===== config.mk =====
export PLATFORM = sky130hd
export DESIGN_NAME = spi_regs
export DESIGN_NICKNAME = d
export VERILOG_FILES = /design/src/inc/spi_pkg.sv /design/src/spi_regs.sv /design/src/spi_flag.sv
export SDC_FILE = /design/constraint.sdc
export NUM_CORES = 1
export LEC_CHECK = 0
export ABC_AREA = 1
export ABC_CLOCK_PERIOD_IN_PS = 1300
export BUFFER_PORTS_ARGS = -buffer_cell sky130_fd_sc_hd__buf_2
export CAP_MARGIN = 20
export CORE_MARGIN = 1.5
export CORE_UTILIZATION = 39
export DETAILED_ROUTE_END_ITERATION = 10
export GPL_TIMING_DRIVEN = 0
export PLACE_DENSITY = 0.79
export SLEW_MARGIN = 20
export SYNTH_ARGS = -nofsm -noshare
export SYNTH_HDL_FRONTEND = slang
export SYNTH_SLANG_ARGS = --single-unit

===== constraint.sdc =====
create_clock -name mclk -period 1.3 [get_ports mclk]
set_input_delay 0.065 -clock mclk [delete_from_list [all_inputs] [get_ports mclk]]
set_output_delay 0.065 -clock mclk [all_outputs]
set_load 0.02 [all_outputs]

===== src/inc/spi_pkg.sv =====
//=============================================================================
// Overview of operation
// - Write one to bit 20 clears expansion pending
// - Write one bit1/bit0 clears APB guard pending
// - Clear registers pulse, never store written ones
// - Enable bit 20 gates expansion interrupt
// - Enable bits 1,0 gate APB guard interrupts
// - Bridge status bit 0 read-only, resets zero
// - Write one bridge clear bit 0 clears pending
// - Bridge enable bit 0 gates bridge interrupt
// - Access setting bit0: 0 secure, 1 non-secure
// - Bridge status ignores software writes
// - Protection status bits 20,1,0 report pending
package spi_pkg;
    //=========================================================================
    // Register byte offsets
    localparam logic [11:0] SPI_OFS_PROT_STATUS  = 12'h020;
    localparam logic [11:0] SPI_OFS_PROT_CLEAR   = 12'h024;
    localparam logic [11:0] SPI_OFS_PROT_ENABLE  = 12'h028;
    localparam logic [11:0] SPI_OFS_BRG_STATUS   = 12'h040;
    localparam logic [11:0] SPI_OFS_BRG_CLEAR    = 12'h044;
    localparam logic [11:0] SPI_OFS_BRG_ENABLE   = 12'h048;
    localparam logic [11:0] SPI_OFS_EXP_ACCESS   = 12'h060;
    //=========================================================================
    // Field positions
    localparam int SPI_BIT_AHB_EXP  = 20;
    localparam int SPI_BIT_SYSCTRL  = 1;
    localparam int SPI_BIT_BASE     = 0;
    localparam int SPI_BIT_BRIDGE   = 0;
    localparam int SPI_BIT_ACCESS   = 0;
    localparam int SPI_NUM_SRC      = 4;
    // Source index inside the event vector
    localparam int SPI_SRC_BASE     = 0;
    localparam int SPI_SRC_SYSCTRL  = 1;
    localparam int SPI_SRC_AHB_EXP  = 2;
    localparam int SPI_SRC_BRIDGE   = 3;
    //=========================================================================
    // Reset values
    localparam logic [3:0]  SPI_RST_VEC    = 4'h0;
    localparam logic        SPI_RST_BIT    = 1'b0;
    localparam logic [31:0] SPI_RST_WORD   = 32'h0000_0000;
endpackage


===== src/spi_regs.sv =====
// Local design decisions: the register offsets and register access over APB.
`timescale 1ns/1ps
module spi_regs
(
    // Clock and reset
    input  wire logic        mclk,
    input  wire logic        reset,
    input  wire logic        clkEn,
    // APB slave
    input  wire logic        psel,
    input  wire logic        penable,
    input  wire logic        pwrite,
    input  wire logic [11:0] paddr,
    input  wire logic [31:0] pwdata,
    output logic      [31:0] prdata,
    output logic             pready,
    output logic             pslverr,
    // Event inputs, same clock, one per source
    input  wire logic        baseGuardEvt,
    input  wire logic        sysctrlGuardEvt,
    input  wire logic        ahbExpGuardEvt,
    input  wire logic        coreBridgeErrEvt,
    // Interrupt requests
    output logic             baseGuardIrq,
    output logic             sysctrlGuardIrq,
    output logic             ahbExpGuardIrq,
    output logic             coreBridgeErrIrq,
    // Access setting for the external controller
    output logic             expansionNonSecure
);
    import spi_pkg::*;

    //=========================================================================
    // Decode
    function automatic logic isAddr(input logic [11:0] a, input logic [11:0] ofs);
        isAddr = (a[11:2] == ofs[11:2]);
    endfunction

    logic                     wrStb;
    logic                     rdStb;
    logic [SPI_NUM_SRC-1:0]   evtVec;
    logic [SPI_NUM_SRC-1:0]   clrVec;
    logic [SPI_NUM_SRC-1:0]   pendVec;
    logic [SPI_NUM_SRC-1:0]   enable_r;
    logic                     access_r;
    logic [31:0]              rdData;
    logic                     mapped;

    // Single-cycle access phase: writes take effect on the pready edge
    assign wrStb = psel & penable & pwrite & pready;
    assign rdStb = psel & ~penable & ~pwrite;

    assign evtVec = {coreBridgeErrEvt, ahbExpGuardEvt, sysctrlGuardEvt, baseGuardEvt};

    //=========================================================================
    // Clear pulses, decoded from the write data and never stored
    always_comb
    begin
        clrVec = SPI_RST_VEC;
        if (wrStb && isAddr(paddr, SPI_OFS_PROT_CLEAR))
        begin
            clrVec[SPI_SRC_AHB_EXP] = pwdata[SPI_BIT_AHB_EXP];
            clrVec[SPI_SRC_SYSCTRL] = pwdata[SPI_BIT_SYSCTRL];
            clrVec[SPI_SRC_BASE]    = pwdata[SPI_BIT_BASE];
        end
        if (wrStb && isAddr(paddr, SPI_OFS_BRG_CLEAR))
            clrVec[SPI_SRC_BRIDGE] = pwdata[SPI_BIT_BRIDGE];
    end

    //=========================================================================
    // Pending flags
    genvar gi;
    generate
        for (gi = 0; gi < SPI_NUM_SRC; gi++)
        begin : gFlag
            spi_flag uFlag
            (
                .mclk   (mclk),
                .reset  (reset),
                .clkEn  (clkEn),
                .setEvt (evtVec[gi]),
                .clrEvt (clrVec[gi]),
                .flag   (pendVec[gi])
            );
        end
    endgenerate

    //=========================================================================
    // Enables
    always_ff @(posedge mclk)
    begin
        if (reset)
            enable_r <= SPI_RST_VEC;
        else if (clkEn && wrStb)
        begin
            if (isAddr(paddr, SPI_OFS_PROT_ENABLE))
            begin
                enable_r[SPI_SRC_AHB_EXP] <= pwdata[SPI_BIT_AHB_EXP];
                enable_r[SPI_SRC_SYSCTRL] <= pwdata[SPI_BIT_SYSCTRL];
                enable_r[SPI_SRC_BASE]    <= pwdata[SPI_BIT_BASE];
            end
            if (isAddr(paddr, SPI_OFS_BRG_ENABLE))
                enable_r[SPI_SRC_BRIDGE] <= pwdata[SPI_BIT_BRIDGE];
        end
    end

    //=========================================================================
    // Access setting
    always_ff @(posedge mclk)
    begin
        if (reset)
            access_r <= SPI_RST_BIT;
        else if (clkEn && wrStb && isAddr(paddr, SPI_OFS_EXP_ACCESS))
            access_r <= pwdata[SPI_BIT_ACCESS];
    end

    always_ff @(posedge mclk)
    begin
        if (reset)
            expansionNonSecure <= SPI_RST_BIT;
        else if (clkEn)
            expansionNonSecure <= access_r;
    end

    //=========================================================================
    // Interrupt outputs, registered so they follow flag and enable by one cycle
    always_ff @(posedge mclk)
    begin
        if (reset)
        begin
            baseGuardIrq     <= SPI_RST_BIT;
            sysctrlGuardIrq  <= SPI_RST_BIT;
            ahbExpGuardIrq   <= SPI_RST_BIT;
            coreBridgeErrIrq <= SPI_RST_BIT;
        end
        else if (clkEn)
        begin
            baseGuardIrq     <= pendVec[SPI_SRC_BASE] & enable_r[SPI_SRC_BASE];
            sysctrlGuardIrq  <= pendVec[SPI_SRC_SYSCTRL] & enable_r[SPI_SRC_SYSCTRL];
            ahbExpGuardIrq   <= pendVec[SPI_SRC_AHB_EXP] & enable_r[SPI_SRC_AHB_EXP];
            coreBridgeErrIrq <= pendVec[SPI_SRC_BRIDGE] & enable_r[SPI_SRC_BRIDGE];
        end
    end

    //=========================================================================
    // Read mux; reserved bits stay zero
    always_comb
    begin
        rdData = SPI_RST_WORD;
        mapped = 1'b1;
        if (isAddr(paddr, SPI_OFS_PROT_STATUS))
        begin
            rdData[SPI_BIT_AHB_EXP] = pendVec[SPI_SRC_AHB_EXP];
            rdData[SPI_BIT_SYSCTRL] = pendVec[SPI_SRC_SYSCTRL];
            rdData[SPI_BIT_BASE]    = pendVec[SPI_SRC_BASE];
        end
        else if (isAddr(paddr, SPI_OFS_PROT_ENABLE))
        begin
            rdData[SPI_BIT_AHB_EXP] = enable_r[SPI_SRC_AHB_EXP];
            rdData[SPI_BIT_SYSCTRL] = enable_r[SPI_SRC_SYSCTRL];
            rdData[SPI_BIT_BASE]    = enable_r[SPI_SRC_BASE];
        end
        else if (isAddr(paddr, SPI_OFS_BRG_STATUS))
            rdData[SPI_BIT_BRIDGE] = pendVec[SPI_SRC_BRIDGE];
        else if (isAddr(paddr, SPI_OFS_BRG_ENABLE))
            rdData[SPI_BIT_BRIDGE] = enable_r[SPI_SRC_BRIDGE];
        else if (isAddr(paddr, SPI_OFS_EXP_ACCESS))
            rdData[SPI_BIT_ACCESS] = access_r;
        else if (isAddr(paddr, SPI_OFS_PROT_CLEAR) || isAddr(paddr, SPI_OFS_BRG_CLEAR))
            rdData = SPI_RST_WORD;
        else
            mapped = 1'b0;
    end

    //=========================================================================
    // APB answer: pready rises in the access cycle, data captured in setup
    always_ff @(posedge mclk)
    begin
        if (reset)
        begin
            pready  <= SPI_RST_BIT;
            pslverr <= SPI_RST_BIT;
            prdata  <= SPI_RST_WORD;
        end
        else if (clkEn)
        begin
            pready  <= psel & ~penable;
            pslverr <= psel & ~penable & ~mapped;
            if (rdStb)
                prdata <= rdData;
        end
    end
endmodule // spi_regs


===== src/spi_flag.sv =====
`timescale 1ns/1ps
//=============================================================================
// Sticky pending flag; a set in the same cycle as a clear wins
module spi_flag
(
    // Clock and reset
    input  wire logic mclk,
    input  wire logic reset,
    input  wire logic clkEn,
    // Control
    input  wire logic setEvt,
    input  wire logic clrEvt,
    // State
    output logic      flag
);
    import spi_pkg::*;

    always_ff @(posedge mclk)
    begin
        if (reset)
            flag <= SPI_RST_BIT;
        else if (clkEn)
        begin
            if (setEvt)
                flag <= 1'b1;
            else if (clrEvt)
                flag <= 1'b0;
        end
    end
endmodule // spi_flag


[Word-level counts from Yosys, hierarchy flattened]
Index checks and enable logic that the tools add are counted.
Cells by class
  equal/unequal tests: 7
  mux-type cells: 23
  bitwise operators: 13
  reduce and logical (&&, ||, !) cells: 16
Operators with widths (count)
  equality test 10 x 5 -> 1 bit, second input constant: 4
  equality test 10 x 4 -> 1 bit, second input constant: 3
  2-to-1 mux 1 bit: 20
  AND reduction 2 bit: 7
  bitwise AND 1 bit: 10
  nonzero test 2 bit: 4
  logical AND 1 bit: 4
  2-to-1 mux 2 bit: 2
  2-to-1 mux 3 bit: 1
  inverter 1 bit: 3
  logical OR 1 bit: 1
Storage, ports and cells
  register bits after elaboration: 19
  input bits: 54
  word-level logic and storage cells: 74

[Longest topological paths before layout]
Gate-level depths: netlist of run 1.
  depth after elaboration: 10
  depth in mapped cells: 9

[Cells and area by module]
From an unflattened synthesis of run 1, not the netlist that was laid out.
Unflattened totals
  cell total of the unflattened synthesis: 173
  area total of the unflattened synthesis: 1247.4 um^2
Modules (own cells, without submodules)
  spi_regs: times used 1, cells each 153, area an instance 1087.3 um^2
  spi_flag: times used 4, cells each 5, area an instance 40.0 um^2

[Worst setup path before layout of run 1]
No wires, ideal clock.
  path type: reg2reg
  from: reg pready
  to: reg gFlag[1].uFlag.flag
  library setup time: 0.120 ns
  arrival time: 1.060 ns
  data required time: 1.180 ns
  path slack: 0.120 ns
  stages on the path, launching flop included: 6
  buffers on the path: 0
  period minus slack after synthesis: 1.180 ns
  path through: dfxtp_1 -> nand3_1 -> nor2_2 -> nand3_1 -> o21ai_1 -> a21oi_1
Between the ends
  word-level cells in the longest chain between the ends: 5
RTL lines
  start: declaration: line spi_regs.sv:16  | output logic pready,
  start signal: assignment: line spi_regs.sv:187  | pready <= psel & ~penable;
  bitwise AND 1 bit: line spi_regs.sv:50  | assign wrStb = psel & penable & pwrite & pready;
  logical AND 1 bit: line spi_regs.sv:60  | if (wrStb && isAddr(paddr, SPI_OFS_PROT_CLEAR))
  2-to-1 mux 3 bit: line spi_regs.sv:60
  nonzero test 2 bit (no line)
  AND reduction 2 bit (no line)
  end signal: assignment: line spi_flag.sv:21  | flag <= SPI_RST_BIT;
  end signal: assignment: line spi_flag.sv:25  | flag <= 1'b1;
  end signal: assignment: line spi_flag.sv:27  | flag <= 1'b0;
  end: declaration: line spi_flag.sv:14  | output logic flag
No other way between the ends.
A chain may end at the register's enable or synchronous reset.

[Worst setup path after layout of run 1]
Ends and elaborated chain as after synthesis.

==> impl_metrics.csv, run 1 <==
group,metric,value,unit
run_status,run_status,"finished, violations left",
run_status,violations,"DRC",
worst_setup_path,crit_arrival,1.32,ns
timing,rsz0062_at_grt,"no",
worst_hold_path,hold_path.class,"in -> reg",
floorplanning,io_pins,93,
synthesis,synthMostInstantiatedCell,"buf_4",
power,pwr-share-seq,50.8,%
synthesis,synth_area_per_cell,7.09,um2
route,vias,1142,
route,drtAntennaViolNets,0,
clock_tree,postCtsSetupBuffers,0,
route,drt_wl_total,2450,um
finish,final_nets,286,
power,intPower,840,uW
power,clkPwrFrac,24.3,%
floorplanning,core,0.00283,mm2
global_routing,grt_max_degree,11,
power,power.density,795,mW/mm2
worst_setup_path,cp_max_fo,7,
worst_setup_path,crit_chain,"nand3_1 > nor2_4 > nand3_1 > o21ai_1 > a21oi_1",
timing,finClkSkew,0.00144,ns
clock_tree,htreeDepth,1,
finish,num_antenna_cells,0,
clock_tree,cts_max_path_buffers,2,
route,drc_errors,4,
synthesis,ys_warn_count,0,
clock_tree,root_buffer,"clkbuf_4",
finish,utilization,53.8,%
power,p_leak,0.773,nW
global_routing,overflow,0,
route,first_iter_violations,30,
route,wire_per_inst,9.34,um
floorplanning,start_util,42.1,%
synthesis,synthCells,168,
power,power,1.21,mW
worst_setup_path,crit_path_max_incr_delay,0.36,ns
finish,syn2layout_area_growth,27.7,%
synthesis,yosys.area.top_type,"dfxtp_1",
timing,fin_setup_tns,0,ns
timing,slew_violations,0,
synthesis,syn_area,0.00119,mm2
floorplanning,fp.dieW,58.3,um
finish,n_fill_cell,280,
clock_tree,clk_pin_slew_worst_paths,0.10,ns
synthesis,synthTopCellsByArea,"dfxtp_1 32%, buf_4 18%, nand2_1 7.9%",
synthesis,synth-seq-cells,19,
power,comb_power_share,25.0,%
global_routing,grt_pass1_wl,3930,um
worst_setup_path,crit_top_cell,"nand3_1",
worst_setup_path,crit_buf_inv,0,
route,vias_per_cell,4.36,
worst_setup_path,cp-start-kind,"flop",
clock_tree,cts.sinks,19,
synthesis,yosysUniqueCellTypes,21,
power,power.switching,371,uW
worst_setup_path,path_delay_family,"simple AND/OR/NAND/NOR gates",
synthesis,synth_common_cells,"29 x buf_4, 25 x nand2_1, 19 x dfxtp_1",
clock_tree,clock_latency,0.29,ns
timing,max_clock_freq,886,MHz
finish,drive_above_1_share,35.9,%
placement,hpwl,2050,um
power,p_sw_share,30.6,%
worst_setup_path,critPathSlowestCell,"dfxtp_1",
worst_setup_path,required,1.49,ns
power,peakVddDrop,0.583,mV
synthesis,async_reset_ff_share,0,%
placement,port_buffers,31,
global_routing,track_usage,14.9,%
worst_setup_path,critPathKind,"reg -> reg",
synthesis,synth_edf_count,0,
global_routing,grt_pass1_vias,967,
flow_run,cap_violations,0,
synthesis,synth_flop_cell,"dfxtp_1",
floorplanning,die-area,0.00339,mm2
synthesis,yosysSeqAreaShare,31.9,%
clock_tree,cts_tree,"built",
timing,setup_viol,0,
worst_setup_path,critical_path.endpoint_type,"flop",
placement,globalplace.congestion,0.844,
timing,finalCriticalPeriod,1.13,ns
route,dr.pass1.iters,9,
clock_tree,numCtsBuffers,3,
floorplanning,fp.dieH,58.3,um
floorplanning,fp-row-count,19,
global_routing,antenna_found_initial,0,
synthesis,synth_top_area_share,31.9,%
timing,hold_viol,0,
timing,fin_crit_sh,86.9,%
[sequential cells by signal, indices dropped and copies added (netlist names)]
name,cells
prdata,3
access_r,1
pslverr,1
gFlag.uFlag.flag,4
sysctrlGuardIrq,1
coreBridgeErrIrq,1
pready,1
enable_r,4
baseGuardIrq,1
expansionNonSecure,1
ahbExpGuardIrq,1
[kinds of logic after synthesis]
kind of cell / synth area share (%)
AND/OR/NAND/NOR: 28.2
buffers and inverters: 24.4
AO/OA/AOI/OAI: 15.2
flip-flops: 31.9
other: 0.315
[tightest hold or removal path: cells and delay by family]
| kind | cells | cell delay, ns |
|---|---|---|
| AO/OA/AOI/OAI | 1 | 0.06 |
| buffers and inverters | 1 | 0.10 |
| AND/OR/NAND/NOR | 1 | 0.05 |
[power by group through the flow]
stage          Clock (mW)  Combinational [mW]  Sequential, mW
3_3_place_gp            0               0.295           0.627
2_1_floorplan           0               0.214           0.640
5_1_grt             0.334               0.328           0.617
4_1_cts             0.301               0.299           0.614
6_report            0.294               0.302           0.614
3_5_place_dp            0               0.299           0.627
[layout by cell type (no fill, tap or decap), drive strengths merged]
cell	synthesis	layout
o211ai	3	3
nor2	27	27
inv	17	17
conb	1	29
nand4	2	2
nand2	28	28
dfxtp	19	19
o21ai	14	14
nand3	8	8
nor4	1	1
buf	30	61
a21oi	17	17
clkbuf	1	5
[cell type report]
class,count,area (um2),area share [%]
buffer,31,226,14.9
clock buffer,4,26.3,1.73
inverter,17,63.8,4.19
multi-input combinational,129,631,41.4
sequential,19,380,25.0
tap,31,38.8,2.55
timing repair buffer,31,155,10.2
[timing repair]
| item | in CTS | in global routing |
|---|---|---|
| gates resized for setup | 0 | 1 |
| hold buffers | 0 | 0 |
| setup endpoints to repair | 0 | 3 |
[metal layers]
layer	share of wire, %	wire (um)	global-route usage (%)
met5	0	0	0
met3	6.1	149	4.91
met2	50	1220	26.0
met4	1.3	31	3.99
met1	43	1050	17.4
[metrics by stage]
step           cells  instance area (um2)  setup WS (ns)  hold slack (ns)
2_1_floorplan    196                 1300          0.120            0.211
3_3_place_gp     258                 1490          0.152            0.321
3_5_place_dp     258                 1490          0.106            0.320
4_1_cts          262                 1520         0.0913          0.00765
5_1_grt          262                 1520         0.0810          0.00169
6_report         262                 1520          0.171           0.0142
[worst paths after layout]
| path | startpoint | slack (ns) | to | cells after the start |
|---|---|---|---|---|
| max | pready | 0.17 | gFlag[1].uFlag.flag | 5 |
| max reg2reg | pready | 0.17 | gFlag[1].uFlag.flag | 5 |
| min | baseGuardEvt | 0.01 | gFlag[0].uFlag.flag | 3 |
| min reg2reg | pslverr | 0.48 | pslverr | 2 |
(Power assumes the default switching activity.)
==> inputs of run 2 (changes only) <==
--- a/config.mk
+++ b/config.mk
@@ -6,7 +6,7 @@
 export NUM_CORES = 1
 export LEC_CHECK = 0
 export ABC_AREA = 1
-export ABC_CLOCK_PERIOD_IN_PS = 1300
+export ABC_CLOCK_PERIOD_IN_PS = 1200
 export BUFFER_PORTS_ARGS = -buffer_cell sky130_fd_sc_hd__buf_2
 export CAP_MARGIN = 20
 export CORE_MARGIN = 1.5
==> constraint.sdc (replaced) <==
create_clock -name mclk -period 1.2 [get_ports mclk]
set_input_delay 0.06 -clock mclk [delete_from_list [all_inputs] [get_ports mclk]]
set_output_delay 0.06 -clock mclk [all_outputs]
set_load 0.02 [all_outputs]
==> impl_metrics.csv, run 2 (synthesized netlist as in run 1, its figures left out) <==
group,metric,value,unit
timing,fin_setup_tns,0,ns
finish,n_fill_cell,277,
finish,drive_above_1_share,36.8,%
placement,hpwl,2050,um
timing,fin_crit_sh,93.5,%
timing,slew_violations,0,
route,vias,1154,
clock_tree,cts_max_path_buffers,2,
finish,reg_top3,"enable_r x4, gFlag.uFlag.flag x4, prdata x3",
floorplanning,fp-row-count,19,
global_routing,grt_pass1_wl,3930,um
clock_tree,cts.sinks,19,
route,first_iter_violations,31,
floorplanning,fp.dieW,58.3,um
global_routing,antenna_found_initial,0,
timing,finalCriticalPeriod,1.12,ns
timing,rsz0062_at_grt,"no",
placement,globalplace.congestion,0.844,
timing,finClkSkew,0.00204,ns
floorplanning,start_util,42.1,%
finish,final_common_cell,"buf_2",
route,wire_per_inst,9.34,um
route,drt_wl_total,2480,um
power,p_leak,0.789,nW
worst_setup_path,required,1.39,ns
worst_hold_path,hold_path.class,"in -> reg",
finish,finalNonFillerCells,265,
global_routing,overflow,0,
global_routing,grt_max_degree,11,
worst_setup_path,crit_arrival,1.31,ns
route,drc_errors,4,
finish,final_nets,289,
timing,max_clock_freq,892,MHz
run_status,run_status,"finished, violations left",
route,dr.pass1.iters,9,
power,peakVddDrop,0.648,mV
worst_setup_path,cp_max_fo,7,
finish,register_area,382,um2
timing,setup_viol,0,
floorplanning,die-area,0.00339,mm2
clock_tree,cts_tree,"built",
floorplanning,fp.dieH,58.3,um
placement,place_inst,258,
route,drtAntennaViolNets,0,
clock_tree,clock_latency,0.29,ns
global_routing,grt_pass1_vias,966,
clock_tree,clk_pin_slew_worst_paths,0.10,ns
floorplanning,core,0.00283,mm2
route,vias_per_cell,4.35,
clock_tree,numCtsBuffers,3,
clock_tree,htreeDepth,1,
worst_setup_path,cp-start-kind,"flop",
power,power.density,850,mW/mm2
worst_setup_path,critPathKind,"reg -> reg",
finish,most-common-layout-cells,"32 x buf_2, 31 x buf_4, 29 x conb_1, 25 x nand2_1",
worst_setup_path,critical_path.endpoint_type,"flop",
placement,port_buffers,31,
finish,num_antenna_cells,0,
clock_tree,root_buffer,"clkbuf_4",
run_status,violations,"DRC",
timing,hold_viol,0,
floorplanning,io_pins,93,
finish,multi_input_area,631,um2
finish,syn2layout_area_growth,29.9,%
global_routing,track_usage,14.9,%
flow_run,cap_violations,0,
run 2: report_power, final:
part | internal (mW) | switching [mW]
Sequential | 0.653 | 0.0130
Combinational | 0.130 | 0.201
Clock | 0.129 | 0.190
Total | 0.912 | 0.403
run 2: what timing repair did:
item                                    4_1_cts  5_1_grt
endpoints found under the setup margin        2        4
gates resized for setup                       1        1
pin swaps                                     0        1
setup buffers                                 0        2
hold buffers                                  0        1
endpoints found under the hold margin         0        1
run 2: per-layer routing:
| metal | track usage (%) | vias up | wire length [um] |
|---|---|---|---|
| met4 | 3.99 | 0 | 31 |
| met3 | 4.91 | 4 | 164 |
| met2 | 26.0 | 39 | 1230 |
| li1 | - | 617 | - |
| met5 | 0 | - | 0 |
| met1 | 17.4 | 494 | 1050 |
run 2: worst paths after layout:
kind	from	endpoint	slack, ns	cells after the start
worst max-delay path	pready	gFlag[1].uFlag.flag	0.08	5
worst min-delay path	pwdata[1]	enable_r[1]	0.01	3
worst max register to register	pready	gFlag[1].uFlag.flag	0.08	5
worst min register to register	pslverr	pslverr	0.48	2
run 2: per-stage QoR:
step | utilization (%) | hold slack, ns | area [um2] | worst slack, ns | power, mW
after floorplan | - | 0.206 | 1300 | 0.0201 | 0.925
after CTS | 53.8 | 0.00265 | 1520 | 0.0657 | 1.32
final | 54.7 | 0.00989 | 1550 | 0.0785 | 1.32
after detailed placement | 52.7 | 0.315 | 1490 | 0.00582 | 1.00
after global placement | 52.7 | 0.316 | 1490 | 0.0520 | 0.999
after global routing | 54.7 | 0.00686 | 1550 | 0.000182 | 1.39
run 2: layout make-up:
| class | instances | area share [%] |
|---|---|---|
| inverter | 17 | 4.12 |
| buffer | 31 | 14.6 |
| multi-input combinational | 129 | 40.7 |
| tap | 31 | 2.51 |
| sequential | 19 | 24.7 |
| timing repair buffer | 34 | 11.6 |
| clock buffer | 4 | 1.70 |
run 2: critical path: stages (launching register included):
cell     delay, ns
dfxtp_2       0.35
nand3_1       0.11
nor2_4        0.21
nand3_1       0.14
o21ai_1       0.14
a21oi_1       0.07
